**src/rtl/serial_host_port_map.vh**
```
// serial_host_port_map.vh: address, field and strap constants of the serial host port.
// assumes inclusion by bare name from the port's design files.
`ifndef SERIAL_HOST_PORT_MAP_VH
`define SERIAL_HOST_PORT_MAP_VH

// two-wire target address, 7-bit form of base 8'h90
`define TW_BASE_ADDR7     7'h48
// strap codes, one per pin
`define STRAP_SUPPLY      2'h0
`define STRAP_GROUND      2'h1
`define STRAP_CLOCK       2'h2
`define STRAP_DATA        2'h3
// sub-address, command and address byte fields
`define SUB_INDEX_MSB     6
`define SUB_INDEX_LSB     3
`define SUB_CHAN_MSB      2
`define SUB_CHAN_LSB      1
`define SUB_CHAN_VALID    2'h0
`define SPI_DIR_BIT       7
`define TW_DIR_BIT        0
// index of the holding register (tx tail on write, rx head on read)
`define IDX_TX_HOLDING    4'h0
// data returned when the receive stream is empty
`define RX_EMPTY_DATA     8'h00
// cycles a strap input is allowed to settle after reset release
`define STRAP_SETTLE      2'h2

`endif

```
**src/rtl/pair_buffer.v**
```verilog
// pair_buffer.v: small first-in first-out buffer with valid/ready on both sides.
// assumes one clock domain; depth is a power of two.
`timescale 1ns/1ps
module pair_buffer #(
  parameter WIDTH = 8,
  parameter DEPTH = 2
) (
  // clock and reset
  input  wire             clk,
  input  wire             arst_n,
  // filling side
  input  wire             in_valid,
  output wire             in_ready,
  input  wire [WIDTH-1:0] in_data,
  // draining side
  output wire             out_valid,
  input  wire             out_ready,
  output wire [WIDTH-1:0] out_data
);
  localparam AW = (DEPTH > 1) ? $clog2(DEPTH) : 1;
  localparam [AW:0] FULL = DEPTH;

  reg [WIDTH-1:0] mem [0:DEPTH-1];
  reg [AW-1:0]    wptr;
  reg [AW-1:0]    rptr;
  reg [AW:0]      count;

  wire push = in_valid & in_ready;
  wire pop  = out_valid & out_ready;

  assign in_ready  = (count != FULL);
  assign out_valid = (count != {(AW+1){1'b0}});
  // entries are flip-flops, so the head word comes straight from a register
  assign out_data  = mem[rptr];

  always @(posedge clk or negedge arst_n) begin
    if (!arst_n) begin
      wptr  <= {AW{1'b0}};
      rptr  <= {AW{1'b0}};
      count <= {(AW+1){1'b0}};
    end else begin
      if (push)
        wptr <= wptr + 1'b1;
      if (pop)
        rptr <= rptr + 1'b1;
      if (push & ~pop)
        count <= count + 1'b1;
      else if (pop & ~push)
        count <= count - 1'b1;
    end
  end

  always @(posedge clk) begin
    if (push)
      mem[wptr] <= in_data;
  end
endmodule // pair_buffer

```
**src/rtl/serial_host_register_port.v**
```verilog
// serial_host_register_port.v: slave-side two-wire / four-wire host port of the uart bridge.
// assumes the uart core sits on the user ports; all pins are asynchronous to sys_clk.
`timescale 1ns/1ps
`include "serial_host_port_map.vh"

// Behaviour
// - The two-wire port works at standard rate up to 100 kbps and fast rate up to 400 kbps.
// - The port acknowledges each written byte by holding data low through one clock-high period.
// - A write to the transmit stream while it is full is answered with a not-acknowledge; on four wires the byte is dropped instead.
// - The address is base 0x90 plus the two strap codes, high pin first, each strap tied to supply, ground, clock or data.
// - Address bit 0 high means read from the port and low means write to it.
// - Sub-address bits 6:3 are the register index, bits 2:1 the channel (only 00 valid), bits 7 and 0 reserved.
// - The four-wire clock and data lines are meant to run up to 33 MHz; sampling at 25 MHz holds the port's four-wire clock well below that.
// - The first four-wire byte holds direction in bit 7 (1 read), index in 6:3, channel in 2:1, bit 0 reserved.
// - One four-wire sequence may stream up to 64 bytes into the transmit or out of the receive stream.
// - Index 0 with divisor access clear writes the transmit tail and reads the receive head.
module serial_host_register_port #(
  parameter BUF_DEPTH = 2
) (
  // clock and reset
  input  wire       sys_clk,
  input  wire       arst_n,
  // shared serial clock pin and mode strap (high selects four-wire)
  input  wire       scl_in,
  input  wire       spi_select,
  // two-wire data pin, open drain
  input  wire       sda_in,
  output wire       sda_out,
  output wire       sda_oe,
  // four-wire pins
  input  wire       spi_cs_n,
  input  wire       spi_si,
  output wire       spi_so,
  output wire       spi_so_oe,
  // address straps
  input  wire       addr_strap_high,
  input  wire       addr_strap_low,
  // uart core side
  input  wire       divisor_access,
  output wire       tx_valid,
  input  wire       tx_ready,
  output wire [7:0] tx_data,
  input  wire       rx_valid,
  output wire       rx_ready,
  input  wire [7:0] rx_data,
  output wire       reg_wr,
  output wire       reg_rd,
  output wire [3:0] reg_index,
  output wire [7:0] reg_wdata,
  input  wire [7:0] reg_rdata
);
  localparam ST_IDLE  = 10'h001;
  localparam ST_ADDR  = 10'h002;
  localparam ST_ACK   = 10'h004;
  localparam ST_SUB   = 10'h008;
  localparam ST_WDATA = 10'h010;
  localparam ST_RDATA = 10'h020;
  localparam ST_RACK  = 10'h040;
  localparam ST_SCMD  = 10'h080;
  localparam ST_SWR   = 10'h100;
  localparam ST_SRD   = 10'h200;

  // strap code from samples at start (scl 1, sda 0), first rise (sda 1) and first fall (scl 0)
  function [1:0] strap_code;
    input at_start;
    input at_rise;
    input at_fall;
    begin
      if (at_start & at_fall)
        strap_code = `STRAP_SUPPLY;
      else if (at_start)
        strap_code = `STRAP_CLOCK;
      else if (at_rise)
        strap_code = `STRAP_DATA;
      else
        strap_code = `STRAP_GROUND;
    end
  endfunction

  // two-flop synchronisers; the first stage feeds only the second
  wire [6:0] raw = {scl_in, sda_in, spi_cs_n, spi_si, addr_strap_high, addr_strap_low, spi_select};
  reg  [6:0] meta;
  reg  [6:0] sync;
  reg  [2:0] prev;
  wire scl_s = sync[6];
  wire sda_s = sync[5];
  wire cs_s  = sync[4];
  wire si_s  = sync[3];
  wire scl_rise = scl_s & ~prev[2];
  wire scl_fall = ~scl_s & prev[2];

  reg  [1:0] boot_cnt;
  reg        spi_mode;
  // start/stop seen only while the clock stays high
  wire tw_start = ~spi_mode & scl_s & prev[2] & prev[1] & ~sda_s;
  wire tw_stop  = ~spi_mode & scl_s & prev[2] & ~prev[1] & sda_s;

  reg  [9:0] state;
  reg  [9:0] ack_next;
  reg  [2:0] bit_cnt;
  reg  [7:0] sh_in;
  reg  [7:0] sh_out;
  reg  [3:0] cur_index;
  reg        chan_ok;
  reg        nack;
  reg        ack_phase;
  reg        rack_ok;
  reg        peek_ok;
  reg        sda_drive;
  reg        so_bit;
  reg        so_en;
  reg        wr_go;
  reg  [7:0] wr_byte;
  reg  [1:0] strap_a;
  reg  [1:0] strap_b;
  reg  [1:0] strap_c;

  wire [7:0] byte_in = {sh_in[6:0], (spi_mode ? si_s : sda_s)};
  wire [6:0] own_addr7 = `TW_BASE_ADDR7 +
    {3'h0, strap_code(strap_a[1], strap_b[1], strap_c[1]),
     strap_code(strap_a[0], strap_b[0], strap_c[0])};
  wire is_fifo = (cur_index == `IDX_TX_HOLDING) & ~divisor_access;
  wire [7:0] fetch_data = is_fifo ? (rx_valid ? rx_data : `RX_EMPTY_DATA) : reg_rdata;
  wire buf_in_ready;
  wire byte_done = scl_rise & (bit_cnt == 3'h7);

  // moment a read byte is fetched and its first bit is driven
  wire load_now =
    (state == ST_ACK & ack_phase & scl_fall & ack_next == ST_RDATA) |
    (state == ST_RACK & ack_phase & scl_fall & rack_ok) |
    (state == ST_SRD & scl_fall & bit_cnt == 3'h0 & ~cs_s);
  wire rd_go = load_now & chan_ok;

  // four-wire pops only at the byte's first rise, so a head peeked before deselect stays queued
  assign rx_ready  = (state == ST_SRD) ? (scl_rise & bit_cnt == 3'h0 & ~cs_s & peek_ok)
                                       : (rd_go & is_fifo & rx_valid);
  assign reg_rd    = rd_go & ~is_fifo;
  assign reg_wr    = wr_go & ~is_fifo;
  assign reg_wdata = wr_byte;
  assign reg_index = cur_index;
  assign sda_out   = 1'b0;
  assign sda_oe    = sda_drive;
  assign spi_so    = so_bit;
  assign spi_so_oe = so_en;

  always @(posedge sys_clk or negedge arst_n) begin
    if (!arst_n) begin
      meta     <= 7'h00;
      sync     <= 7'h00;
      prev     <= 3'h0;
      boot_cnt <= 2'h0;
      spi_mode <= 1'b0;
    end else begin
      meta <= raw;
      sync <= meta;
      prev <= {scl_s, sda_s, cs_s};
      if (boot_cnt != 2'h3)
        boot_cnt <= boot_cnt + 2'h1;
      // mode strap caught once, after the synchroniser has settled
      if (boot_cnt == `STRAP_SETTLE)
        spi_mode <= sync[0];
    end
  end

  always @(posedge sys_clk or negedge arst_n) begin
    if (!arst_n) begin
      state     <= ST_IDLE;
      ack_next  <= ST_IDLE;
      bit_cnt   <= 3'h0;
      sh_in     <= 8'h00;
      sh_out    <= 8'h00;
      cur_index <= 4'h0;
      chan_ok   <= 1'b0;
      nack      <= 1'b0;
      ack_phase <= 1'b0;
      rack_ok   <= 1'b0;
      peek_ok   <= 1'b0;
      sda_drive <= 1'b0;
      so_bit    <= 1'b0;
      so_en     <= 1'b0;
      wr_go     <= 1'b0;
      wr_byte   <= 8'h00;
      strap_a   <= 2'h0;
      strap_b   <= 2'h0;
      strap_c   <= 2'h0;
    end else begin
      wr_go <= 1'b0;
      so_en <= spi_mode & ~cs_s;
      if (scl_rise)
        sh_in <= byte_in;
      if (spi_mode & cs_s) begin
        state   <= ST_IDLE;
        bit_cnt <= 3'h0;
        so_bit  <= 1'b0;
      end else if (tw_start) begin
        state     <= ST_ADDR;
        bit_cnt   <= 3'h0;
        sda_drive <= 1'b0;
        strap_a   <= sync[2:1];
      end else if (tw_stop) begin
        state     <= ST_IDLE;
        sda_drive <= 1'b0;
      end else begin
        case (state)
          ST_IDLE: begin
            // sampling at 25 MHz bounds the usable four-wire clock well below 33 MHz
            if (spi_mode & ~cs_s)
              state <= ST_SCMD;
          end
          ST_ADDR: begin
            if (scl_rise & bit_cnt == 3'h0)
              strap_b <= sync[2:1];
            if (scl_fall & bit_cnt == 3'h0)
              strap_c <= sync[2:1];
            if (scl_rise)
              bit_cnt <= bit_cnt + 3'h1;
            if (byte_done) begin
              if (byte_in[7:1] == own_addr7) begin
                state     <= ST_ACK;
                nack      <= 1'b0;
                ack_phase <= 1'b0;
                ack_next  <= byte_in[`TW_DIR_BIT] ? ST_RDATA : ST_SUB;
              end else
                state <= ST_IDLE;
            end
          end
          ST_ACK: begin
            if (scl_fall & ~ack_phase) begin
              sda_drive <= ~nack;
              ack_phase <= 1'b1;
            end else if (scl_fall) begin
              ack_phase <= 1'b0;
              bit_cnt   <= 3'h0;
              state     <= nack ? ST_IDLE : ack_next;
              if (ack_next == ST_RDATA & ~nack) begin
                sh_out    <= fetch_data;
                sda_drive <= ~fetch_data[7];
              end else
                sda_drive <= 1'b0;
            end
          end
          ST_SUB, ST_WDATA: begin
            if (scl_rise)
              bit_cnt <= bit_cnt + 3'h1;
            if (byte_done) begin
              state     <= ST_ACK;
              ack_phase <= 1'b0;
              ack_next  <= ST_WDATA;
              if (state == ST_SUB) begin
                // bits 7 and 0 are never looked at
                cur_index <= byte_in[`SUB_INDEX_MSB:`SUB_INDEX_LSB];
                chan_ok <= byte_in[`SUB_CHAN_MSB:`SUB_CHAN_LSB] == `SUB_CHAN_VALID;
                nack    <= byte_in[`SUB_CHAN_MSB:`SUB_CHAN_LSB] != `SUB_CHAN_VALID;
              end else if (is_fifo & ~buf_in_ready) begin
                nack <= 1'b1;
              end else begin
                nack    <= ~chan_ok;
                wr_go   <= chan_ok;
                wr_byte <= byte_in;
              end
            end
          end
          ST_RDATA: begin
            if (scl_rise)
              bit_cnt <= bit_cnt + 3'h1;
            if (byte_done) begin
              state     <= ST_RACK;
              ack_phase <= 1'b0;
            end else if (scl_fall) begin
              sda_drive <= ~sh_out[6];
              sh_out    <= {sh_out[6:0], 1'b0};
            end
          end
          ST_RACK: begin
            if (scl_fall & ~ack_phase) begin
              sda_drive <= 1'b0;
              ack_phase <= 1'b1;
            end else if (scl_rise)
              rack_ok <= ~sda_s;
            else if (scl_fall) begin
              // master not-acknowledge ends the read; wait for stop or a new start
              state     <= rack_ok ? ST_RDATA : ST_IDLE;
              bit_cnt   <= 3'h0;
              ack_phase <= 1'b0;
              if (rack_ok) begin
                sh_out    <= fetch_data;
                sda_drive <= ~fetch_data[7];
              end
            end
          end
          ST_SCMD: begin
            if (scl_rise)
              bit_cnt <= bit_cnt + 3'h1;
            if (byte_done) begin
              cur_index <= byte_in[`SUB_INDEX_MSB:`SUB_INDEX_LSB];
              chan_ok   <= byte_in[`SUB_CHAN_MSB:`SUB_CHAN_LSB] == `SUB_CHAN_VALID;
              state     <= byte_in[`SPI_DIR_BIT] ? ST_SRD : ST_SWR;
            end
          end
          ST_SWR: begin
            if (scl_rise)
              bit_cnt <= bit_cnt + 3'h1;
            // no refusal path on four wires: a byte meeting a full stream is dropped
            if (byte_done) begin
              wr_go   <= chan_ok & ~(is_fifo & ~buf_in_ready);
              wr_byte <= byte_in;
            end
          end
          ST_SRD: begin
            if (scl_rise)
              bit_cnt <= bit_cnt + 3'h1;
            if (load_now) begin
              sh_out <= chan_ok ? fetch_data : `RX_EMPTY_DATA;
              so_bit <= chan_ok ? fetch_data[7] : 1'b0;
              peek_ok <= chan_ok & is_fifo & rx_valid;
            end else if (scl_fall) begin
              so_bit <= sh_out[6];
              sh_out <= {sh_out[6:0], 1'b0};
            end
          end
          default: begin
            state     <= ST_IDLE;
            sda_drive <= 1'b0;
          end
        endcase
      end
    end
  end

  // two entries decouple the serial byte rate from a stalled uart transmit path
  pair_buffer #(
    .WIDTH (8),
    .DEPTH (BUF_DEPTH)
  ) tx_buffer (
    .clk       (sys_clk),
    .arst_n    (arst_n),
    .in_valid  (wr_go & is_fifo),
    .in_ready  (buf_in_ready),
    .in_data   (wr_byte),
    .out_valid (tx_valid),
    .out_ready (tx_ready),
    .out_data  (tx_data)
  );
endmodule // serial_host_register_port

```
**config.mk**
```make
export PLATFORM = sky130hd
export DESIGN_NAME = serial_host_register_port
export DESIGN_NICKNAME = d
export VERILOG_FILES = /design/src/rtl/pair_buffer.v /design/src/rtl/serial_host_register_port.v
export VERILOG_INCLUDE_DIRS = /design/src /design/src/rtl
export SDC_FILE = /design/constraint.sdc
export NUM_CORES = 1
export LEC_CHECK = 0
export BUFFER_PORTS_ARGS = -buffer_cell sky130_fd_sc_hd__clkbuf_2
export CORE_MARGIN = 1
export CORE_UTILIZATION = 59
export DETAILED_ROUTE_END_ITERATION = 12
export PLACE_DENSITY = 0.8
export SYNTH_ARGS = -nofsm -noshare
export SYNTH_HDL_FRONTEND = slang
export SYNTH_SLANG_ARGS = --single-unit
```
**constraint.sdc**
```tcl
create_clock -name sys_clk -period 3.1 [get_ports sys_clk]
set_input_delay 0.62 -clock sys_clk [delete_from_list [all_inputs] [get_ports sys_clk]]
set_output_delay 0.62 -clock sys_clk [all_outputs]
set_load 0.02 [all_outputs]
```
**Word level (Yosys, flattened, before mapping)**

Memory sizes are Yosys's and may differ from the RTL's.
Cells that the tools add are included.

- Flip-flop bits (word level): 89
- Memory bits (writable): 16
- Input port bits: 28
- Output and inout bits: 28
- Logic and storage cells: 303
- Memories: 1

Memory list:

| name | depth | width | read ports | clocked after memory_dff | wr ports | line | text |
|---|---|---|---|---|---|---|---|
| tx_buffer.mem | 2 | 8 | 1 | 0 | 1 | pair_buffer.v:23 | `reg [WIDTH-1:0] mem [0:DEPTH-1];` |

- Add/sub/neg operators: 7
- Equality and inequality tests: 59
- Mux-type cells: 110
- Bitwise gates (word level): 66
- Reductions and logical operators: 33

Operator list:

| kind | count |
|---|---|
| $mux 10 | 18 |
| $mux 8 | 17 |
| $pmux 10 s8 | 1 |
| $and 1x1->1 | 43 |
| $mux 1 | 42 |
| $ne 5x4->1 const B | 7 |
| $ne 5x5->1 const B | 7 |
| $ne 2x2->1 const B | 17 |
| $pmux 8 s4 | 1 |
| $mux 3 | 9 |
| $reduce_and 8->1 | 3 |
| $not 1->1 | 21 |
| $eq 10x6->1 const B | 2 |
| $pmux 10 s2 | 1 |
| $mux 2 | 8 |
| $ne 4x4->1 const B | 4 |
| $pmux 8 s2 | 1 |
| $reduce_and 5->1 | 3 |
| $reduce_and 7->1 | 2 |
| $reduce_bool 2->1 | 7 |
| $reduce_or 7->1 | 2 |
| $mux 4 | 3 |
| $mux 6 | 2 |
| $reduce_and 12->1 | 1 |
| 39 further kinds | 53 |

**Logic depth before layout (Yosys ltp)**

- Word-level depth: 11
- Depth in mapped cells: 9
- Depth with buffers taken out: 9

**By module**

A second synthesis with hierarchy kept.

- Cells, all modules: 412
- Area, all modules: 4755.8 µm²

By module, submodules not included:

| module | instances | cells an instance | area an instance (µm²) | sequential area each (µm²) |
|---|---|---|---|---|
| serial_host_register_port | 1 | 369 | 3968.8 | 1929.4 |
| pair_buffer | 1 | 43 | 787.0 | 580.6 |

**Worst setup path after synthesis**

OpenSTA, ideal clock, no wires.

- Kind: input to output
- From: input divisor_access
- To: output rx_ready
- Arrival: 1.809 ns
- Data required time: 2.480 ns
- Slack: 0.671 ns
- Stages: 5
- Buffers on the path: 0
- Cell sequence: or4_1 nor2_1 nand3_1 nor3_1 a21o_1

- Word-level cells in the longest chain between the ends: 5

Ends and longest elaborated chain:

| element | line | text |
|---|---|---|
| start, declared | serial_host_register_port.v:39 | `input wire divisor_access,` |
| $not 1->1 | serial_host_register_port.v:122 | `` wire is_fifo = (cur_index == `IDX_TX_HOLDING) & ~divisor_access; `` |
| $and 1x1->1 | serial_host_register_port.v:122 |  |
| $and 1x1->1 (2 in series) | serial_host_register_port.v:136 | `: (rd_go & is_fifo & rx_valid);` |
| $mux 1 | serial_host_register_port.v:135 | `assign rx_ready = (state == ST_SRD) ? (scl_rise & bit_cnt == 3'h0 & ~cs_s & peek_ok)` |
| end, declared | serial_host_register_port.v:44 | `output wire rx_ready,` |

Every way passes these cells.

**Worst setup path in the final report**

- From: register state[1]
- To: output rx_ready

- Word-level cells in the longest chain between the ends: 10
- Elaborated cells between the ends (all ways): 18
- Classes of those cells: 3 x eq/ne; 1 x mux; 14 x bitwise

Ends and longest elaborated chain:

| element | line | text |
|---|---|---|
| start, declared | serial_host_register_port.v:98 | `reg [9:0] state;` |
| start signal, assigned | serial_host_register_port.v:234 | `state <= nack ? ST_IDLE : ack_next;` |
| start signal, assigned | serial_host_register_port.v:282 | `state <= rack_ok ? ST_RDATA : ST_IDLE;` |
| start signal, assigned | serial_host_register_port.v:297 | `` state <= byte_in[`SPI_DIR_BIT] ? ST_SRD : ST_SWR; `` |
| $eq 10x3->1 / $eq 10x7->1 (equally long branches) | serial_host_register_port.v:129, serial_host_register_port.v:130 |  |
| $and 1x1->1 (on tied branches) (3 in series) | serial_host_register_port.v:129, serial_host_register_port.v:130 |  |
| $or 1x1->1 | serial_host_register_port.v:129 | `(state == ST_ACK & ack_phase & scl_fall & ack_next == ST_RDATA) \|` |
| $or 1x1->1 | serial_host_register_port.v:130 | `(state == ST_RACK & ack_phase & scl_fall & rack_ok) \|` |
| $and 1x1->1 | serial_host_register_port.v:132 | `wire rd_go = load_now & chan_ok;` |
| $and 1x1->1 (2 in series) | serial_host_register_port.v:136 |  |
| $mux 1 * | serial_host_register_port.v:135 |  |

Mark *: on every way between the ends. The rest lies on a longest branch, timed or not.

==> reports/results.txt <==
Reg2Reg Setup Slack - 0.40 ns
Ys Warns - 0
max layer used - met4
total of max-cap violations - 0
vias in the first global route - 3,703
setup TNS - 0 ns
final worst-path cycle share - 0.9744
worst reg-to-reg path cell count - 9
first-pass GRT wire length - 19.01 mm
most numerous cell in the Yosys netlist - dfrtp_1
Layout Nets - 550
grt total ovfl - 0
Synth cell types - 68
Peak VDD IR - 0.0003305 V
startpoint types - register
GRT Util Overall - 0.2876
WL met1 - 5.359 mm
worst-case clock buffer depth - 2
worst min path class - input port to register
top post-synthesis cells by area - dfrtp_1, edfxtp_1, mux2_1
Power Density - 567.8 nW/um^2
ys async rst share - 0.8351
Initial Util - 0.6090
GPL Wtd Cong - 0.9427
r2r endpoint - sda_oe$_DFFE_PN0P_
status - finished, final reports clean
Cells after DPL - 607
total length of routed wires - 12.07 mm
Rel. slew slack - 0.3222
Routed wire per std cell - 19.32 um
I/O Buffers - 54
Final HPWL DP - 8.831 mm
layout cells sized above 1 - 0.2462
crit-path max FO - 6
DR WL met2 - 5.682 mm
initial antenna violation count - 0
FF+latch count, synth - 97
sequential power share - 0.505
CTS Root Cell - clkbuf_8
Clk pwr share - 0.260
die footprint - 8810 sq um
met3 routed WL - 788 um
Sw Pwr - 1097 uW
Fmax - 331.0 MHz
critical path required time - 2.48 ns
Worst-Margin Slew - 1.017 ns
Worst R2R Start - sync[6]$_DFF_PN0_
Yosys top cell by area - dfrtp_1
Syn Area/Cell - 10.85 sq um
Final ANT Viol Nets - 0
largest net degree at the start of global routing - 82
CTS buffer count - 9
synthesis-to-layout area growth - 11.94%
clock latency on the worst-skew pair - 0.37 ns
drt via density - 6.187
Switching Fraction - 0.3467
Hold Fails Final Rpt - 0
Synth Instances - 459
core area - 8175 sq um
DRC - 0
# clock sinks - 97
dominant synthesized flop cell - dfrtp_1
First-pass DRT Iterations - 5
post-layout util - 0.6817
commonest cells in the netlist - dfrtp_1, nand2_1, nor2_1
Int Power - 2067 uW
number of synthesized flops with an enable pin - 16
Ports - 56
crit path kind - register to primary output
CP endpoint kind - primary output
max-slew violation count - 0
antenna fix cells - 0
fill count - 641
Clock Pin Slew Worst Setup and Hold Paths - 0.11 ns
post-route minimum period - 3.021 ns
syn nets - 494
worst hold start - spi_select
combinational power share - 0.234
Pleak - 0.002563 uW
overall via count from detail_route - 3,867
mapped cell area - 4979 sq um
endpoints failing setup - 0
Synth top area share - 0.3971
initial drt markers - 327
WP data arrival - 2.40 ns
sequential share of the synthesized area - 0.5041
hold endpoint - meta[0]$_DFF_PN0_
fin cells - 625
hold_buf cts - 0
clock skew - 0.01256 ns
row count - 33
die width - 93.86 um
Die H - 93.86 um
hold path cells - 1
CTS tree - done
CTS H-tree lvls - 3
==> critical path, cell delays in order, from the launching register on <==
cell and delay, ns:
dfrtp_2 0.47, buf_4 0.17, nor4b_2 0.37, nand3_1 0.16, o2bb2ai_1 0.18, a31oi_1 0.18
nor3_1 0.21, a21o_1 0.12, clkbuf_2 0.16
==> layout by cell type (no fill, tap or decap), drive strengths merged, types with 3 or more instances in the layout <==
| master | Yosys | final |
|---|---|---|
| dfrtp | 79 | 79 |
| clkbuf | 4 | 63 |
| nand2 | 40 | 40 |
| mux2 | 34 | 34 |
| nor2 | 33 | 33 |
| o21ai | 25 | 25 |
| a21oi | 24 | 24 |
| inv | 16 | 18 |
| edfxtp | 16 | 16 |
| nand4 | 14 | 14 |
| nand3 | 12 | 12 |
| buf | 15 | 11 |
| xor2 | 10 | 10 |
| a22o | 10 | 10 |
| nor3 | 9 | 9 |
| and3 | 8 | 8 |
| xnor2 | 8 | 8 |
| nor2b | 8 | 8 |
| ha | 7 | 7 |
| and2 | 6 | 6 |
| nand2b | 5 | 5 |
| nor4 | 5 | 5 |
| a31oi | 4 | 4 |
| or3 | 4 | 4 |
| mux2i | 4 | 4 |
| nor3b | 4 | 4 |
| or2 | 3 | 3 |
| a21o | 3 | 3 |
| nand4b | 3 | 3 |
| o2111ai | 3 | 3 |
| o31ai | 3 | 3 |
| nor4b | 3 | 3 |
| clkinv | 0 | 3 |
==> flip-flops by register name (all words and copies together) (netlist names), 7 cells and up <==
register       flops
sync               7
state             10
tx_buffer.mem     16
sh_out             7
sh_in              7
meta               7
reg_wdata          8
==> area by class of cell <==
cell class,instances,area (sq um),share of cell area
clock inverter,6,61.31,0.01100
tap,105,131.4,0.02357
inverter,16,60.06,0.01078
sequential,97,2514,0.4511
multi-input combinational,327,2317,0.4158
clock buffer,10,137.6,0.02470
timing repair buffer,64,351.6,0.06309
==> power groups by stage <==
stage / logic (uW) / registers, uW / clock network (uW)
floorplan: 511 / 1580 / 0
global placement: 708 / 1610 / 0
detailed placement: 714 / 1620 / 0
CTS: 720 / 1590 / 830
global route: 799 / 1620 / 879
finish: 742 / 1600 / 823
==> worst max path at each step <==
stage / start / to / slack [ns] / depth (start not counted)
after floorplan: divisor_access / rx_ready / 0.67 / 5
after global placement: state[8]$_DFFE_PN0P_ / rx_ready / 0.36 / 7
after detailed placement: state[9]$_DFFE_PN0P_ / rx_ready / 0.36 / 7
after CTS: state[9]$_DFFE_PN0P_ / rx_ready / 0.02 / 7
after global routing: state[1]$_DFFE_PN0P_ / rx_ready / -0.02 / 8
final: state[1]$_DFFE_PN0P_ / rx_ready / 0.08 / 8
==> logic make-up (layout without fill, tap and decap cells) <==
logic type / after synthesis / in the layout / share of synthesized area
buffers and inverters: 35 / 96 / 0.03719
AO/OA/AOI/OAI: 97 / 97 / 0.1304
AND/OR/NAND/NOR: 166 / 166 / 0.1918
other: 1 / 1 / 0.0007532
flip-flops: 97 / 97 / 0.5041
XOR/XNOR: 18 / 18 / 0.03167
multiplexers: 38 / 38 / 0.08645
adder cells (fa/ha/maj): 7 / 7 / 0.01759
==> metrics by stage <==
| step | hold slack (ns) | worst slack, ns | cell area, sq um | total power [uW] |
|---|---|---|---|---|
| 2_1_floorplan | 0.3244 | 0.6708 | 4979 | 2092 |
| 3_3_place_gp | 0.3313 | 0.3567 | 5318 | 2314 |
| 3_5_place_dp | 0.3364 | 0.3561 | 5318 | 2332 |
| 4_1_cts | 0.3382 | 0.02158 | 5522 | 3142 |
| 5_1_grt | 0.3272 | -0.02217 | 5573 | 3294 |
| 6_report | 0.3428 | 0.07928 | 5573 | 3164 |
==> repair_timing <==
item                                    in CTS  in global routing
endpoints found under the setup margin       1                  1
resized for setup                            1                 11
hold endpoints to repair                     0                  0
setup buffers                                0                  2
==> routing by layer <==
metal  up-vias  GRT usage
met2       166     0.4605
met3        26    0.05825
met1      1891     0.3928
met5         -          0
li1       1784          -
met4         0    0.09359
Note: power is estimated with default switching activity, not from simulation.
